## config.mk

```make
export PLATFORM = sky130hd
export DESIGN_NAME = rcb_top
export DESIGN_NICKNAME = d
export VERILOG_FILES = /design/src/core/rcb_pkg.sv /design/src/core/rcb_top.sv
export SDC_FILE = /design/constraint.sdc
export NUM_CORES = 1
export LEC_CHECK = 0
export ABC_CLOCK_PERIOD_IN_PS = 1900
export BUFFER_PORTS_ARGS = -buffer_cell sky130_fd_sc_hd__buf_2
export CAP_MARGIN = 0
export CELL_PAD_IN_SITES_DETAIL_PLACEMENT = 2
export CELL_PAD_IN_SITES_GLOBAL_PLACEMENT = 2
export CORE_ASPECT_RATIO = 0.9
export CORE_MARGIN = 2
export CORE_UTILIZATION = 35
export CTS_CLUSTER_DIAMETER = 80
export DETAILED_ROUTE_END_ITERATION = 8
export GPL_TIMING_DRIVEN = 1
export HOLD_SLACK_MARGIN = 0.08
export MAX_ROUTING_LAYER = met4
export PLACE_DENSITY_LB_ADDON = 0.25
export SYNTH_ARGS = -nofsm -noshare
export SYNTH_HDL_FRONTEND = slang
export SYNTH_SLANG_ARGS = --single-unit
```

## constraint.sdc

```tcl
create_clock -name ref_clk -period 1.9 [get_ports ref_clk]
set_input_delay 0.095 -clock ref_clk [delete_from_list [all_inputs] [get_ports ref_clk]]
set_output_delay 0.095 -clock ref_clk [all_outputs]
set_load 0.005 [all_outputs]
```

## src/core/rcb_pkg.sv

```systemverilog
// Package with constants and types for the reset-cause and backup-domain supervisor.
package rcb_pkg;
  // Register offsets on the plain register port.
  localparam logic [2:0] ADDR_CAUSE  = 3'h0;
  localparam logic [2:0] ADDR_SW_RESET_REQUEST  = 3'h1;
  localparam logic [2:0] ADDR_BKCTRL = 3'h2;
  localparam logic [2:0] ADDR_BKSTAT = 3'h3;
  localparam logic [2:0] ADDR_BKREG0 = 3'h4;
  localparam logic [2:0] ADDR_BKREG1 = 3'h5;
  // Reset-cause flag positions.
  localparam int CAUSE_POR = 0;
  localparam int CAUSE_PIN = 1;
  localparam int CAUSE_BOD = 2;
  localparam int CAUSE_WDT = 3;
  localparam int CAUSE_DBG = 4;
  localparam int CAUSE_SW  = 5;
  // Power-on reset value of the cause flags.
  localparam logic [5:0] CAUSE_RST = 6'h01;
  // Software reset request position.
  localparam int SW_RESET_REQUEST_BIT = 0;
  // Backup control field positions.
  localparam int BK_RST  = 0;
  localparam int BK_ACC  = 1;
  localparam int BK_FDEN = 2;
  localparam int BK_XEN  = 3;
  localparam int BK_XSEL = 4;
  localparam int BK_HESR = 5;
  // Backup status field positions.
  localparam int ST_PODF = 0;
  localparam int ST_BODF = 1;
  localparam int ST_FAIL = 2;
  localparam int ST_RDY  = 3;
  localparam int ST_ABS  = 7;
  // Clock period of ref_clk in ns.
  localparam int CLK_NS = 10;
  // Time of 64 lost swings at 32.768 kHz, in ns.
  localparam int FAIL_NS = 1953125;
  // Least cycles for a failure, rounded up.
  localparam int FAIL_CYC = (FAIL_NS + CLK_NS - 1) / CLK_NS;
  // Least stretch of the prescaled tick around a switch, in ns.
  localparam int STRETCH_NS = 200;
  localparam int STRETCH_CYC = (STRETCH_NS + CLK_NS - 1) / CLK_NS;
  // Swing edges seen before the oscillator reports ready.
  localparam logic [3:0] RDY_SWINGS = 4'hf;
  // Prescaler masks for the 1.024 kHz and 1 Hz ticks.
  localparam logic [14:0] PRE_KHZ = 15'h001f;
  localparam logic [14:0] PRE_HZ  = 15'h7fff;
  // Cycles after reset release before the backup pin is judged.
  localparam logic [1:0] BOOT_WAIT = 2'h3;
  // Backup domain supply state, one-hot.
  typedef enum logic [2:0] {
    PWR_MAIN   = 3'b001,
    PWR_SWITCH = 3'b010,
    PWR_BATT   = 3'b100
  } rcb_pwr_t;
  // Register port request.
  typedef struct packed {
    logic [2:0] addr;
    logic [7:0] wdata;
    logic       wr;
    logic       rd;
  } rcb_bus_req_t;
  // Pins and reset events from outside the clock domain.
  typedef struct packed {
    logic pdi_rst;
    logic wdt_rst;
    logic bod_rst;
    logic pin_rst;
    logic main_low;
    logic vbat_present;
    logic vbat_low;
    logic xtal_swing;
  } rcb_pin_t;
  // Whole state of the block.
  typedef struct packed {
    rcb_pin_t    s1;
    rcb_pin_t    s2;
    rcb_pin_t    prev;
    logic [5:0]  cause;
    logic        sw_reset_request;
    logic        sysrst;
    logic [5:0]  bkctrl;
    logic        podf;
    logic        bodf;
    logic        fail;
    logic        rdy;
    logic        absent;
    logic [7:0]  bkreg0;
    logic [7:0]  bkreg1;
    logic [14:0] presc;
    logic [31:0] rtc;
    logic        rtc_tick;
    logic [17:0] fail_cnt;
    logic [3:0]  rdy_cnt;
    rcb_pwr_t    pwr;
    logic [4:0]  stretch;
    logic        pend;
    logic [1:0]  boot;
    logic        sw_open;
    logic [7:0]  rdata;
  } rcb_state_t;
endpackage

```

## src/core/rcb_top.sv

```systemverilog
// Reset-cause recorder, software reset and backup power domain supervisor.
//
// Decided for this implementation: the address-and-strobe port.
`timescale 1ns/1ps
// Behaviour
// - Software reset sets its cause flag.
// - Debug-port reset sets its cause flag.
// - Watchdog reset sets its cause flag.
// - Brownout reset sets its cause flag.
// - Pin reset sets its cause flag.
// - Power-on sets flag; only software clears.
// - Request bit issues reset, then clears.
// - Backup power-on sets flag, opens switch.
// - Sample battery at 1 Hz on battery.
// - After reset flag missing battery voltage.
// - Supply switch follows main brownout detector.
// - Prescaled output is 1.024 kHz or 1 Hz.
// - Monitor flags crystal stop when enabled.
// - Counter advances on each prescaled tick.
// - Two retention registers keep their values.
// - Main loss: switch, ignore, stretch, reset.
// - Domain runs on; registers closed without power.
// - Access enable gates domain; supervision flags open.
// - Failure only after 64 swings lost.
module rcb_top #(
  // Cycles without a swing before a failure is flagged.
  parameter logic [17:0] FAIL_CYCLES = 18'(rcb_pkg::FAIL_CYC)
) (
  // Clock and power-on reset.
  input  wire logic                  ref_clk,
  input  wire logic                  rst_n,
  // Register port.
  input  wire rcb_pkg::rcb_bus_req_t bus_req,
  input  wire logic                  ccp_unlock,
  output logic [7:0]                 rdata,
  // Pins and reset events.
  input  wire rcb_pkg::rcb_pin_t     pins,
  // System and domain outputs.
  output logic                       sys_reset_req,
  output logic                       unbacked_reset,
  output logic                       backup_on_vbat,
  output logic                       vbat_switch_closed,
  output logic                       high_esr_mode,
  output logic                       rtc_tick,
  output logic [31:0]                rtc_count
);

  // Registered and next state.
  rcb_pkg::rcb_state_t st_ff;
  rcb_pkg::rcb_state_t nxt_st;

  // Keeps set events ahead of clears.
  // set wins clear
  function automatic logic upd_flag(input logic cur, input logic set, input logic clr);
    upd_flag = (cur & ~clr) | set;
  endfunction

  // Edge of a synchronised pin.
  logic swing_edge;
  logic vbat_rise;
  // Prescaler ticks.
  logic tick_khz;
  logic tick_hz;
  logic tick_sel;
  // Access qualifiers.
  logic main_ok;
  logic dom_ok;
  // Decoded writes.
  logic wr_cause;
  logic wr_sw_reset_request;
  logic wr_bkctrl;
  logic wr_bkstat;
  logic wr_bkreg0;
  logic wr_bkreg1;
  logic [7:0] wd;
  logic bk_reset;
  logic absent_set;

  // Edges, ticks and write decode.
  always_comb
  begin
    wd         = bus_req.wdata;
    swing_edge = st_ff.s2.xtal_swing & ~st_ff.prev.xtal_swing;
    vbat_rise  = st_ff.s2.vbat_present & ~st_ff.prev.vbat_present;
    // The prescaler only runs while the crystal is enabled.
    tick_khz   = swing_edge & st_ff.bkctrl[rcb_pkg::BK_XEN] &
                 ((st_ff.presc & rcb_pkg::PRE_KHZ) == rcb_pkg::PRE_KHZ);
    tick_hz    = swing_edge & st_ff.bkctrl[rcb_pkg::BK_XEN] &
                 (st_ff.presc == rcb_pkg::PRE_HZ);
    tick_sel   = st_ff.bkctrl[rcb_pkg::BK_XSEL] ? tick_khz : tick_hz;
    main_ok    = (st_ff.pwr == rcb_pkg::PWR_MAIN);
    dom_ok     = main_ok & st_ff.bkctrl[rcb_pkg::BK_ACC];
    wr_cause   = bus_req.wr & (bus_req.addr == rcb_pkg::ADDR_CAUSE);
    wr_sw_reset_request   = bus_req.wr & (bus_req.addr == rcb_pkg::ADDR_SW_RESET_REQUEST) & ccp_unlock;
    wr_bkctrl  = bus_req.wr & (bus_req.addr == rcb_pkg::ADDR_BKCTRL) & main_ok;
    wr_bkstat  = bus_req.wr & (bus_req.addr == rcb_pkg::ADDR_BKSTAT) & main_ok;
    wr_bkreg0  = bus_req.wr & (bus_req.addr == rcb_pkg::ADDR_BKREG0) & dom_ok;
    wr_bkreg1  = bus_req.wr & (bus_req.addr == rcb_pkg::ADDR_BKREG1) & dom_ok;
    // Domain reset is protected and blocked by a same-write enable.
    bk_reset   = wr_bkctrl & dom_ok & ccp_unlock & wd[rcb_pkg::BK_RST] &
                 ~wd[rcb_pkg::BK_XEN] & ~wd[rcb_pkg::BK_FDEN];
    // Missing battery is judged once, on the last boot-wait cycle.
    absent_set = (st_ff.boot == rcb_pkg::BOOT_WAIT - 2'h1) & ~st_ff.s2.vbat_present;
  end

  // Next-state logic for the whole block.
  always_comb
  begin
    nxt_st = st_ff;
    // Two-stage synchronisers; the first stage feeds only the second.
    nxt_st.s1   = pins;
    nxt_st.s2   = st_ff.s1;
    nxt_st.prev = st_ff.s2;

    nxt_st.cause[rcb_pkg::CAUSE_SW]  = upd_flag(st_ff.cause[rcb_pkg::CAUSE_SW], st_ff.sysrst,
                                                wr_cause & wd[rcb_pkg::CAUSE_SW]);
    nxt_st.cause[rcb_pkg::CAUSE_DBG] = upd_flag(st_ff.cause[rcb_pkg::CAUSE_DBG], st_ff.s2.pdi_rst,
                                                wr_cause & wd[rcb_pkg::CAUSE_DBG]);
    nxt_st.cause[rcb_pkg::CAUSE_WDT] = upd_flag(st_ff.cause[rcb_pkg::CAUSE_WDT], st_ff.s2.wdt_rst,
                                                wr_cause & wd[rcb_pkg::CAUSE_WDT]);
    nxt_st.cause[rcb_pkg::CAUSE_BOD] = upd_flag(st_ff.cause[rcb_pkg::CAUSE_BOD], st_ff.s2.bod_rst,
                                                wr_cause & wd[rcb_pkg::CAUSE_BOD]);
    nxt_st.cause[rcb_pkg::CAUSE_PIN] = upd_flag(st_ff.cause[rcb_pkg::CAUSE_PIN], st_ff.s2.pin_rst,
                                                wr_cause & wd[rcb_pkg::CAUSE_PIN]);
    nxt_st.cause[rcb_pkg::CAUSE_POR] = upd_flag(st_ff.cause[rcb_pkg::CAUSE_POR], 1'b0,
                                                wr_cause & wd[rcb_pkg::CAUSE_POR]);

    nxt_st.sysrst = st_ff.sw_reset_request;
    if (st_ff.sw_reset_request)
    begin
      // The request is consumed as the reset pulse is issued.
      nxt_st.sw_reset_request = 1'b0;
    end
    else if (wr_sw_reset_request && wd[rcb_pkg::SW_RESET_REQUEST_BIT])
    begin
      // Only a protected write of one raises the request.
      nxt_st.sw_reset_request = 1'b1;
    end

    case (st_ff.pwr)
      rcb_pkg::PWR_MAIN:
      begin
        if (st_ff.s2.main_low)
        begin
          nxt_st.pwr     = rcb_pkg::PWR_SWITCH;
          nxt_st.stretch = 5'(rcb_pkg::STRETCH_CYC);
        end
      end
      rcb_pkg::PWR_SWITCH:
      begin
        // Hold here while the supply changes over.
        if (st_ff.stretch == 5'h00)
        begin
          nxt_st.pwr = st_ff.s2.main_low ? rcb_pkg::PWR_BATT : rcb_pkg::PWR_MAIN;
        end
        else
        begin
          nxt_st.stretch = st_ff.stretch - 5'h01;
        end
      end
      rcb_pkg::PWR_BATT:
      begin
        // Main power back: switch again with the same stretch.
        if (!st_ff.s2.main_low)
        begin
          nxt_st.pwr     = rcb_pkg::PWR_SWITCH;
          nxt_st.stretch = 5'(rcb_pkg::STRETCH_CYC);
        end
      end
      default:
      begin
        nxt_st.pwr = rcb_pkg::PWR_MAIN;
      end
    endcase

    if (vbat_rise && !main_ok)
    begin
      nxt_st.podf    = 1'b1;
      nxt_st.sw_open = 1'b1;
    end
    // Switch closes once software enables the crystal.
    else if (st_ff.bkctrl[rcb_pkg::BK_XEN])
    begin
      nxt_st.sw_open = 1'b0;
    end

    if (st_ff.boot != rcb_pkg::BOOT_WAIT)
    begin
      nxt_st.boot = st_ff.boot + 2'h1;
      if (absent_set)
      begin
        nxt_st.absent = 1'b1;
      end
    end

    if (tick_hz && st_ff.pwr == rcb_pkg::PWR_BATT && st_ff.s2.vbat_low)
    begin
      nxt_st.bodf = 1'b1;
    end

    if (wr_bkstat)
    begin
      nxt_st.podf   = upd_flag(st_ff.podf, vbat_rise & ~main_ok, wd[rcb_pkg::ST_PODF]);
      nxt_st.absent = upd_flag(st_ff.absent, absent_set, wd[rcb_pkg::ST_ABS]);
      nxt_st.bodf   = st_ff.bodf & ~wd[rcb_pkg::ST_BODF];
    end

    // Prescaler counts swing edges while the crystal is enabled.
    if (swing_edge && st_ff.bkctrl[rcb_pkg::BK_XEN])
    begin
      nxt_st.presc = st_ff.presc + 15'h0001;
      if (st_ff.rdy_cnt != rcb_pkg::RDY_SWINGS)
      begin
        nxt_st.rdy_cnt = st_ff.rdy_cnt + 4'h1;
      end
      else
      begin
        nxt_st.rdy = 1'b1;
      end
    end

    nxt_st.rtc_tick = 1'b0;
    if (st_ff.pwr == rcb_pkg::PWR_SWITCH)
    begin
      // A tick during the switch waits until it is over.
      nxt_st.pend = st_ff.pend | tick_sel;
    end
    else if (tick_sel || st_ff.pend)
    begin
      nxt_st.pend     = 1'b0;
      nxt_st.rtc      = st_ff.rtc + 32'h0000_0001;
      nxt_st.rtc_tick = 1'b1;
    end

    if (st_ff.bkctrl[rcb_pkg::BK_FDEN])
    begin
      if (swing_edge)
      begin
        nxt_st.fail_cnt = 18'h0_0000;
      end
      else if (st_ff.fail_cnt == FAIL_CYCLES)
      begin
        nxt_st.fail = 1'b1;
      end
      else
      begin
        nxt_st.fail_cnt = st_ff.fail_cnt + 18'h0_0001;
      end
    end
    // A failure event wins over a clearing write.
    if (wr_bkstat && dom_ok && wd[rcb_pkg::ST_FAIL])
    begin
      nxt_st.fail = st_ff.bkctrl[rcb_pkg::BK_FDEN] & ~swing_edge &
                    (st_ff.fail_cnt == FAIL_CYCLES);
    end

    // Backup control: access bit is always settable with main power.
    if (wr_bkctrl)
    begin
      nxt_st.bkctrl[rcb_pkg::BK_ACC] = st_ff.bkctrl[rcb_pkg::BK_ACC] | wd[rcb_pkg::BK_ACC];
      if (dom_ok)
      begin
        // Enables are write-one only.
        nxt_st.bkctrl[rcb_pkg::BK_XEN]  = st_ff.bkctrl[rcb_pkg::BK_XEN] | wd[rcb_pkg::BK_XEN];
        nxt_st.bkctrl[rcb_pkg::BK_FDEN] = st_ff.bkctrl[rcb_pkg::BK_FDEN] | wd[rcb_pkg::BK_FDEN];
        nxt_st.bkctrl[rcb_pkg::BK_HESR] = wd[rcb_pkg::BK_HESR];
        // Output selection is frozen once the crystal runs.
        if (!st_ff.bkctrl[rcb_pkg::BK_XEN])
        begin
          nxt_st.bkctrl[rcb_pkg::BK_XSEL] = wd[rcb_pkg::BK_XSEL];
        end
      end
    end

    // Domain reset clears oscillator setup and its status.
    if (bk_reset)
    begin
      nxt_st.bkctrl[rcb_pkg::BK_XEN]  = 1'b0;
      nxt_st.bkctrl[rcb_pkg::BK_FDEN] = 1'b0;
      nxt_st.bkctrl[rcb_pkg::BK_XSEL] = 1'b0;
      nxt_st.bkctrl[rcb_pkg::BK_HESR] = 1'b0;
      nxt_st.rdy      = 1'b0;
      nxt_st.rdy_cnt  = 4'h0;
      nxt_st.fail     = 1'b0;
      nxt_st.fail_cnt = 18'h0_0000;
      nxt_st.presc    = 15'h0000;
    end

    if (wr_bkreg0)
    begin
      nxt_st.bkreg0 = wd;
    end
    if (wr_bkreg1)
    begin
      nxt_st.bkreg1 = wd;
    end

    // Read data stand only in the cycle after the strobe.
    nxt_st.rdata = 8'h00;
    if (bus_req.rd)
    begin
      case (bus_req.addr)
        rcb_pkg::ADDR_CAUSE:
        begin
          nxt_st.rdata = {2'b00, st_ff.cause};
        end
        rcb_pkg::ADDR_SW_RESET_REQUEST:
        begin
          nxt_st.rdata = {7'h00, st_ff.sw_reset_request};
        end
        rcb_pkg::ADDR_BKCTRL:
        begin
          nxt_st.rdata = main_ok ? {2'b00, st_ff.bkctrl} : 8'h00;
        end
        rcb_pkg::ADDR_BKSTAT:
        begin
          // Supervision flags read with main power; the rest need access.
          nxt_st.rdata = main_ok ? {st_ff.absent, 3'b000, st_ff.rdy & dom_ok, st_ff.fail & dom_ok,
                                    st_ff.bodf, st_ff.podf} : 8'h00;
        end
        rcb_pkg::ADDR_BKREG0:
        begin
          nxt_st.rdata = dom_ok ? st_ff.bkreg0 : 8'h00;
        end
        rcb_pkg::ADDR_BKREG1:
        begin
          nxt_st.rdata = dom_ok ? st_ff.bkreg1 : 8'h00;
        end
        default:
        begin
          nxt_st.rdata = 8'h00;
        end
      endcase
    end
  end

  // State register; power-on reset loads constants only.
  always_ff @(posedge ref_clk or negedge rst_n)
  begin
    if (!rst_n)
    begin
      st_ff       <= '0;
      st_ff.cause <= rcb_pkg::CAUSE_RST;
      st_ff.pwr   <= rcb_pkg::PWR_MAIN;
    end
    else
    begin
      st_ff <= nxt_st;
    end
  end

  // Outputs, all from the state register.
  assign rdata              = st_ff.rdata;
  assign sys_reset_req      = st_ff.sysrst;
  assign unbacked_reset     = (st_ff.pwr != rcb_pkg::PWR_MAIN);
  assign backup_on_vbat     = (st_ff.pwr == rcb_pkg::PWR_BATT) & ~st_ff.sw_open;
  assign vbat_switch_closed = ~st_ff.sw_open;
  assign high_esr_mode      = st_ff.bkctrl[rcb_pkg::BK_HESR];
  assign rtc_tick           = st_ff.rtc_tick;
  assign rtc_count          = st_ff.rtc;

endmodule

```

-- After elaboration in Yosys (flattened, before gate mapping)
Cells that the tools add are included.
- word-level logic and storage cells: 226
- input bits: 24
- bits in registers: 142
- reduce and logical (&&, ||, !) cells: 35
- add/subtract/negate cells: 6
- eq/ne operators: 23
- bitwise gates (word level): 73
- multiplexer cells: 47
- operators by type and width (cell ; number):
    $mux W18 ; 3
    $mux W8 ; 6
    $pmux W8 S6 ; 1
    $and A1 B1 Y1 ; 44
    $add A32 B1 Y32 const B ; 1
    $mux W15 ; 2
    $mux W22 ; 1
    $reduce_bool A2 Y1 ; 11
    $mux W1 ; 21
    $add A18 B1 Y18 const B ; 1
    $eq A18 B18 Y1 const B ; 1
    $not A1 Y1 ; 18
    $mux W4 ; 4
    $add A15 B1 Y15 const B ; 1
    $eq A15 B15 Y1 const B ; 1
    $pmux W5 S3 ; 1
    $ne A2 B2 Y1 const B ; 6
    $reduce_and A2 Y1 ; 6
    $or A1 B1 Y1 ; 11
    $mux W5 ; 2
    $eq A3 B2 Y1 const B ; 3
    $eq A3 B3 Y1 const B ; 3
    $pmux W3 S3 ; 1
    $reduce_and A3 Y1 ; 3
    other kinds (20) ; 32

-- Depth between registers and ports, before layout
- word-level depth: 10
- gate-level depth with buffers: 11
- mapped depth without buffers: 9

-- Worst setup path before layout
Ideal clock, no wire load.
- path type: register -> register
- start point: register st_ff[75] in the netlist's numbering
- end point: register st_ff (netlist bit rtc_count[9])
- buffers on the path: 1
- required time: 1776 ps
- arrival: 1902 ps
- cell stages (with the launch flop): 11
- slack: -126 ps
- path through: dfrtp_1 -> ha_1 -> nand3_1 -> inv_1 -> ha_1 -> a31oi_1 -> a2bb2oi_2 -> inv_1 -> buf_4 -> and3_1 -> xor2_1
- longest elaborated chain between the ends: 5
- elaborated cells between the ends (all ways): 7
- those cells by class: eq/ne (2); mux (1); bitwise (2); reduce/logical (2)
- RTL lines (item ; RTL line ; source):
    start, declared ; rcb_top.sv:49 ; rcb_pkg::rcb_state_t st_ff;
    start signal, assigned ; rcb_top.sv:348 ; st_ff <= nxt_st;
    $eq A15 B15 Y1 / $eq A5 B5 Y1 (equally long branches) ; rcb_top.sv:89, rcb_top.sv:87 ;
    $and A1 B1 Y1, on equally long branches ; rcb_top.sv:88, rcb_top.sv:86 ;
    $mux W1 (*) ; rcb_top.sv:90 ; tick_sel = st_ff.bkctrl[rcb_pkg::BK_XSEL] ? tick_khz : tick_hz;
    $logic_or A1 B1 Y1 (*) ; rcb_top.sv:228 ; else if (tick_sel || st_ff.pend)
    $reduce_and A2 Y1 (no source line) (*) ; -- ;
Mark *: on every way between the ends. The rest lies on a longest branch, timed or not.
A chain may end at the register's enable or synchronous reset.

-- Worst setup path in the final report
- start point: register st_ff[17] in the netlist's numbering
- end point: register st_ff[91] in the netlist's numbering
- longest elaborated chain between the ends: 3
- RTL lines (item ; RTL line ; source):
    $eq A3 B1 Y1 ; rcb_top.sv:91 ; main_ok = (st_ff.pwr == rcb_pkg::PWR_MAIN);
    $and A1 B1 Y1 ; rcb_top.sv:92 ; dom_ok = main_ok & st_ff.bkctrl[rcb_pkg::BK_ACC];
    $and A1 B1 Y1 ; rcb_top.sv:98 ; wr_bkreg1 = bus_req.wr & (bus_req.addr == rcb_pkg::ADDR_BKREG1) & dom_ok;
No other way between the ends.

==> summary.txt <==
Worst endpoint required time: 2.21 ns
Number of synthesized register bits: 142
Via count: 5462
RSZ-0062 raised after global routing: true
Post-synthesis sequential area ratio: 52.8%
Maxcap violations: 0
Hold EP: rdata[6]
Die width: 150 µm
Combinational share of power: 26.6%
FILL cells: 1870
Ys async rst share: 100%
Count of final setup violators: 35
Post-Syn Area: 6740 µm²
Core ar.: 19000 µm²
Int Pwr: 7.35 mW
Antenna Cells: 0
WL/cell: 22.7 µm
Maximum fanout along the worst path: 3
Worst slew margin: 62.1%
Arr. time, crit path: 2.36 ns
R2R Path Start: st_ff[17]
Synth Warn #: 0
Worst r2r dst: st_ff[91]
Worst hold-check slack: 0.151 ns
Total congestion overflow: 0
FMAX: 489 MHz
Flop pwr share: 39.3%
Share of cells above drive strength 1: 36.8%
Cells after Synth: 637
DRT antenna net count: 0
Clock power share: 34.1%
Overall power: 10.8 mW
Power per cell area: 1190 nW/µm²
Vias in the first global route: 6222
Min-Delay Path Class: in -> reg
Min Tclk post-route: 2.05 ns
P_sw: 3.47 mW
Number of synthesized flops with an enable pin: 0
Synth top area cells: dfrtp_1 52%, buf_4 4.8%, xnor2_1 4.4%
Maximum vdd ir drop: 0.630 mV
Initial antenna violation count: 0
First-pass GRT wire length: 35800 µm
Cell depth of the worst flop-to-flop path: 7
CTS root buf: clkbuf_16
Hold Path Origin: bus_req[0]
Vias per cell: 5.32
Row cnt: 48
DIE HEIGHT: 136 µm
Placed Area: 7630 µm²
Slew at the pin closest to its max-slew limit: 0.568 ns
Flop-to-flop setup slack: -0.15 ns
Worst Hold Path Cells: 3
Cell variety after synth: 66
Final Hold Vio Count: 0
Largest net degree at the start of global routing: 45
CTS Buf Count: 17
DRT Pass-1 Iters: 4
Post-route clock period utilization: 108%
Clock-pin slew on the worst setup and hold paths: 0.06 ns
Clock latency on the worst-skew pair: 0.44 ns
Initial DRC Count: 242
Design Area, Final: 9120 µm²
Top-area cell type share of the netlist area: 52.0%
Lkg Pwr: 4.13 nW
CP Capture Type: register
Dpl ws: -0.135 ns
Clock Path Buffers: 2
Slew Viols, Final: 0
GP Congestion: 0.808
Port Buffers: 69
Syn_nets: 671
DRT Wirelength: 23300 µm
Setup ws final: -0.146 ns
Worst Skew: 0.0107 ns
Post-DP HPWL: 13900 µm
Failing checks: negative setup slack
Number of remaining DRC errors: 0
Core Util, Final: 47.9%
Die area: 20400 µm²
Cell accounting for the most synthesized area: dfrtp_1
GRT Total Usage: 23.9%
Num ports: 70
Crit path launch type: register
H-tree level count: 4
Sink Count: 142
Status: complete, but fails checks
Top FF cell, synth: dfrtp_1
Switch share: 32.1%
Initial core utilization: 35.4%
Critical path class: reg -> reg
# nets final: 798
Syn Area/Cell: 10.6 µm²
CTS tree: yes
Area Overhead vs Synth: 35.3%
-- logic make-up (layout without fill, tap and decap cells) --
| family | after synthesis | in the layout | synth area share [%] |
|---|---|---|---|
| simple gates | 234 | 234 | 19.1 |
| flops | 142 | 142 | 52.8 |
| compound gates | 97 | 97 | 9.01 |
| buf+inv | 83 | 223 | 7.26 |
| xor+xnor | 47 | 47 | 6.11 |
| mux | 24 | 24 | 3.92 |
| fa+ha+maj | 10 | 10 | 1.86 |
-- what timing repair did --
item                                    CTS  global route
endpoints found under the hold margin   150             0
hold buffers                             18             0
gates cloned                              2             0
setup buffers                            12             8
gates resized for setup                  59            65
pin swaps                                24            37
endpoints found under the setup margin   54            76
-- critical path: stages, from the launching register on --
cell,delay (ns)
dfstp_2,0.55
nor3b_4,0.30
buf_6,0.16
inv_4,0.04
nor3_4,0.18
and3_4,0.25
buf_6,0.11
mux2_4,0.31
-- final cells by class --
cell class	instances	area, µm²	area share [%]
Sequential cell	142	3560	39.0
Tap cell	250	313	3.43
Inverter	21	88.8	0.974
Timing Repair Buffer	170	1330	14.6
Clock inverter	12	184	2.02
Clock buffer	20	457	5.01
Multi-Input combinational cell	412	3190	34.9
-- placed cells by master, fill, tap and decap left out, drive strengths merged, types with 15 or more instances in the layout --
| master | netlist | routed |
|---|---|---|
| dlygate4sd3 | 0 | 18 |
| nand3 | 25 | 25 |
| clkbuf | 11 | 20 |
| a21oi | 31 | 31 |
| and3 | 15 | 15 |
| nor2 | 45 | 45 |
| nand2 | 53 | 53 |
| xnor2 | 34 | 34 |
| o21ai | 29 | 29 |
| inv | 21 | 22 |
| dfrtp | 140 | 140 |
| mux2 | 19 | 19 |
| nand4 | 28 | 28 |
| buf | 51 | 152 |
-- through the flow --
stage	TNS, ns	instances
finish	-2.49	1027
global route	-5.74	1027
CTS	-2.08	1026
detailed placement	-1.53	962
global placement	-0.367	962
floorplan	-0.0715	637
-- how the worst max path moves through the flow --
stage | start | slack [ns] | depth (start not counted) | to
CTS | st_ff[17] | -0.11 | 7 | st_ff[91]
global placement | st_ff[17] | -0.05 | 7 | st_ff[93]
global route | st_ff[17] | -0.18 | 7 | st_ff[91]
finish | st_ff[17] | -0.15 | 7 | st_ff[91]
detailed placement | st_ff[17] | -0.13 | 7 | st_ff[92]
floorplan | st_ff[75] | -0.02 | 10 | rtc_count[9]
-- sequential cells by signal (all words and copies together) (netlist names) --
name           flops
rtc_count         32
rdata              8
nxt_st            17
high_esr_mode      1
rtc_tick           1
sys_reset_req      1
st_ff             82
-- power groups by stage --
stage	Clock (mW)	Combinational, mW	Sequential (mW)
floorplan	0	1.35	4.08
global placement	0	2.19	4.16
detailed placement	0	2.36	4.22
CTS	3.74	2.70	4.21
global route	3.89	3.15	4.32
finish	3.69	2.88	4.25
-- cells in the mapped netlist, types with 2 or more instances --
cell      number
mux2_2        19
nor3_1        12
nor3b_2        2
o22a_1         2
and3_1        15
buf_2          5
clkbuf_1       9
nand3_1       24
o31ai_1        4
dfrtp_1      140
dfstp_2        2
inv_1         21
buf_1          2
and2_1         2
nand2_1       53
nor3b_1        4
xnor2_1       34
a222oi_1       5
nor2_1        44
nand4b_1       4
o21bai_1       2
ha_1          10
and2_0         2
a21oi_1       30
mux2i_1        5
clkbuf_2       2
nor4_1         3
xor2_1        13
o21ai_0       29
or3_1         13
and3b_1        2
nor2b_1        2
a31oi_1        5
a22oi_1        2
buf_4         43
a21o_1         6
or4_1          5
nand4_1       28
nand3b_2       2
and4_1         4
-- per-layer routing --
layer / share of wire, % / vias up / global-route usage (%)
li1: - / 2463 / -
met1: 43 / 2871 / 28.7
met2: 53 / 97 / 41.6
met3: 2.4 / 31 / 4.01
met4: 1.6 / 0 / 6.87
met5: 0 / - / -
Power figures use the tool's default switching activity.
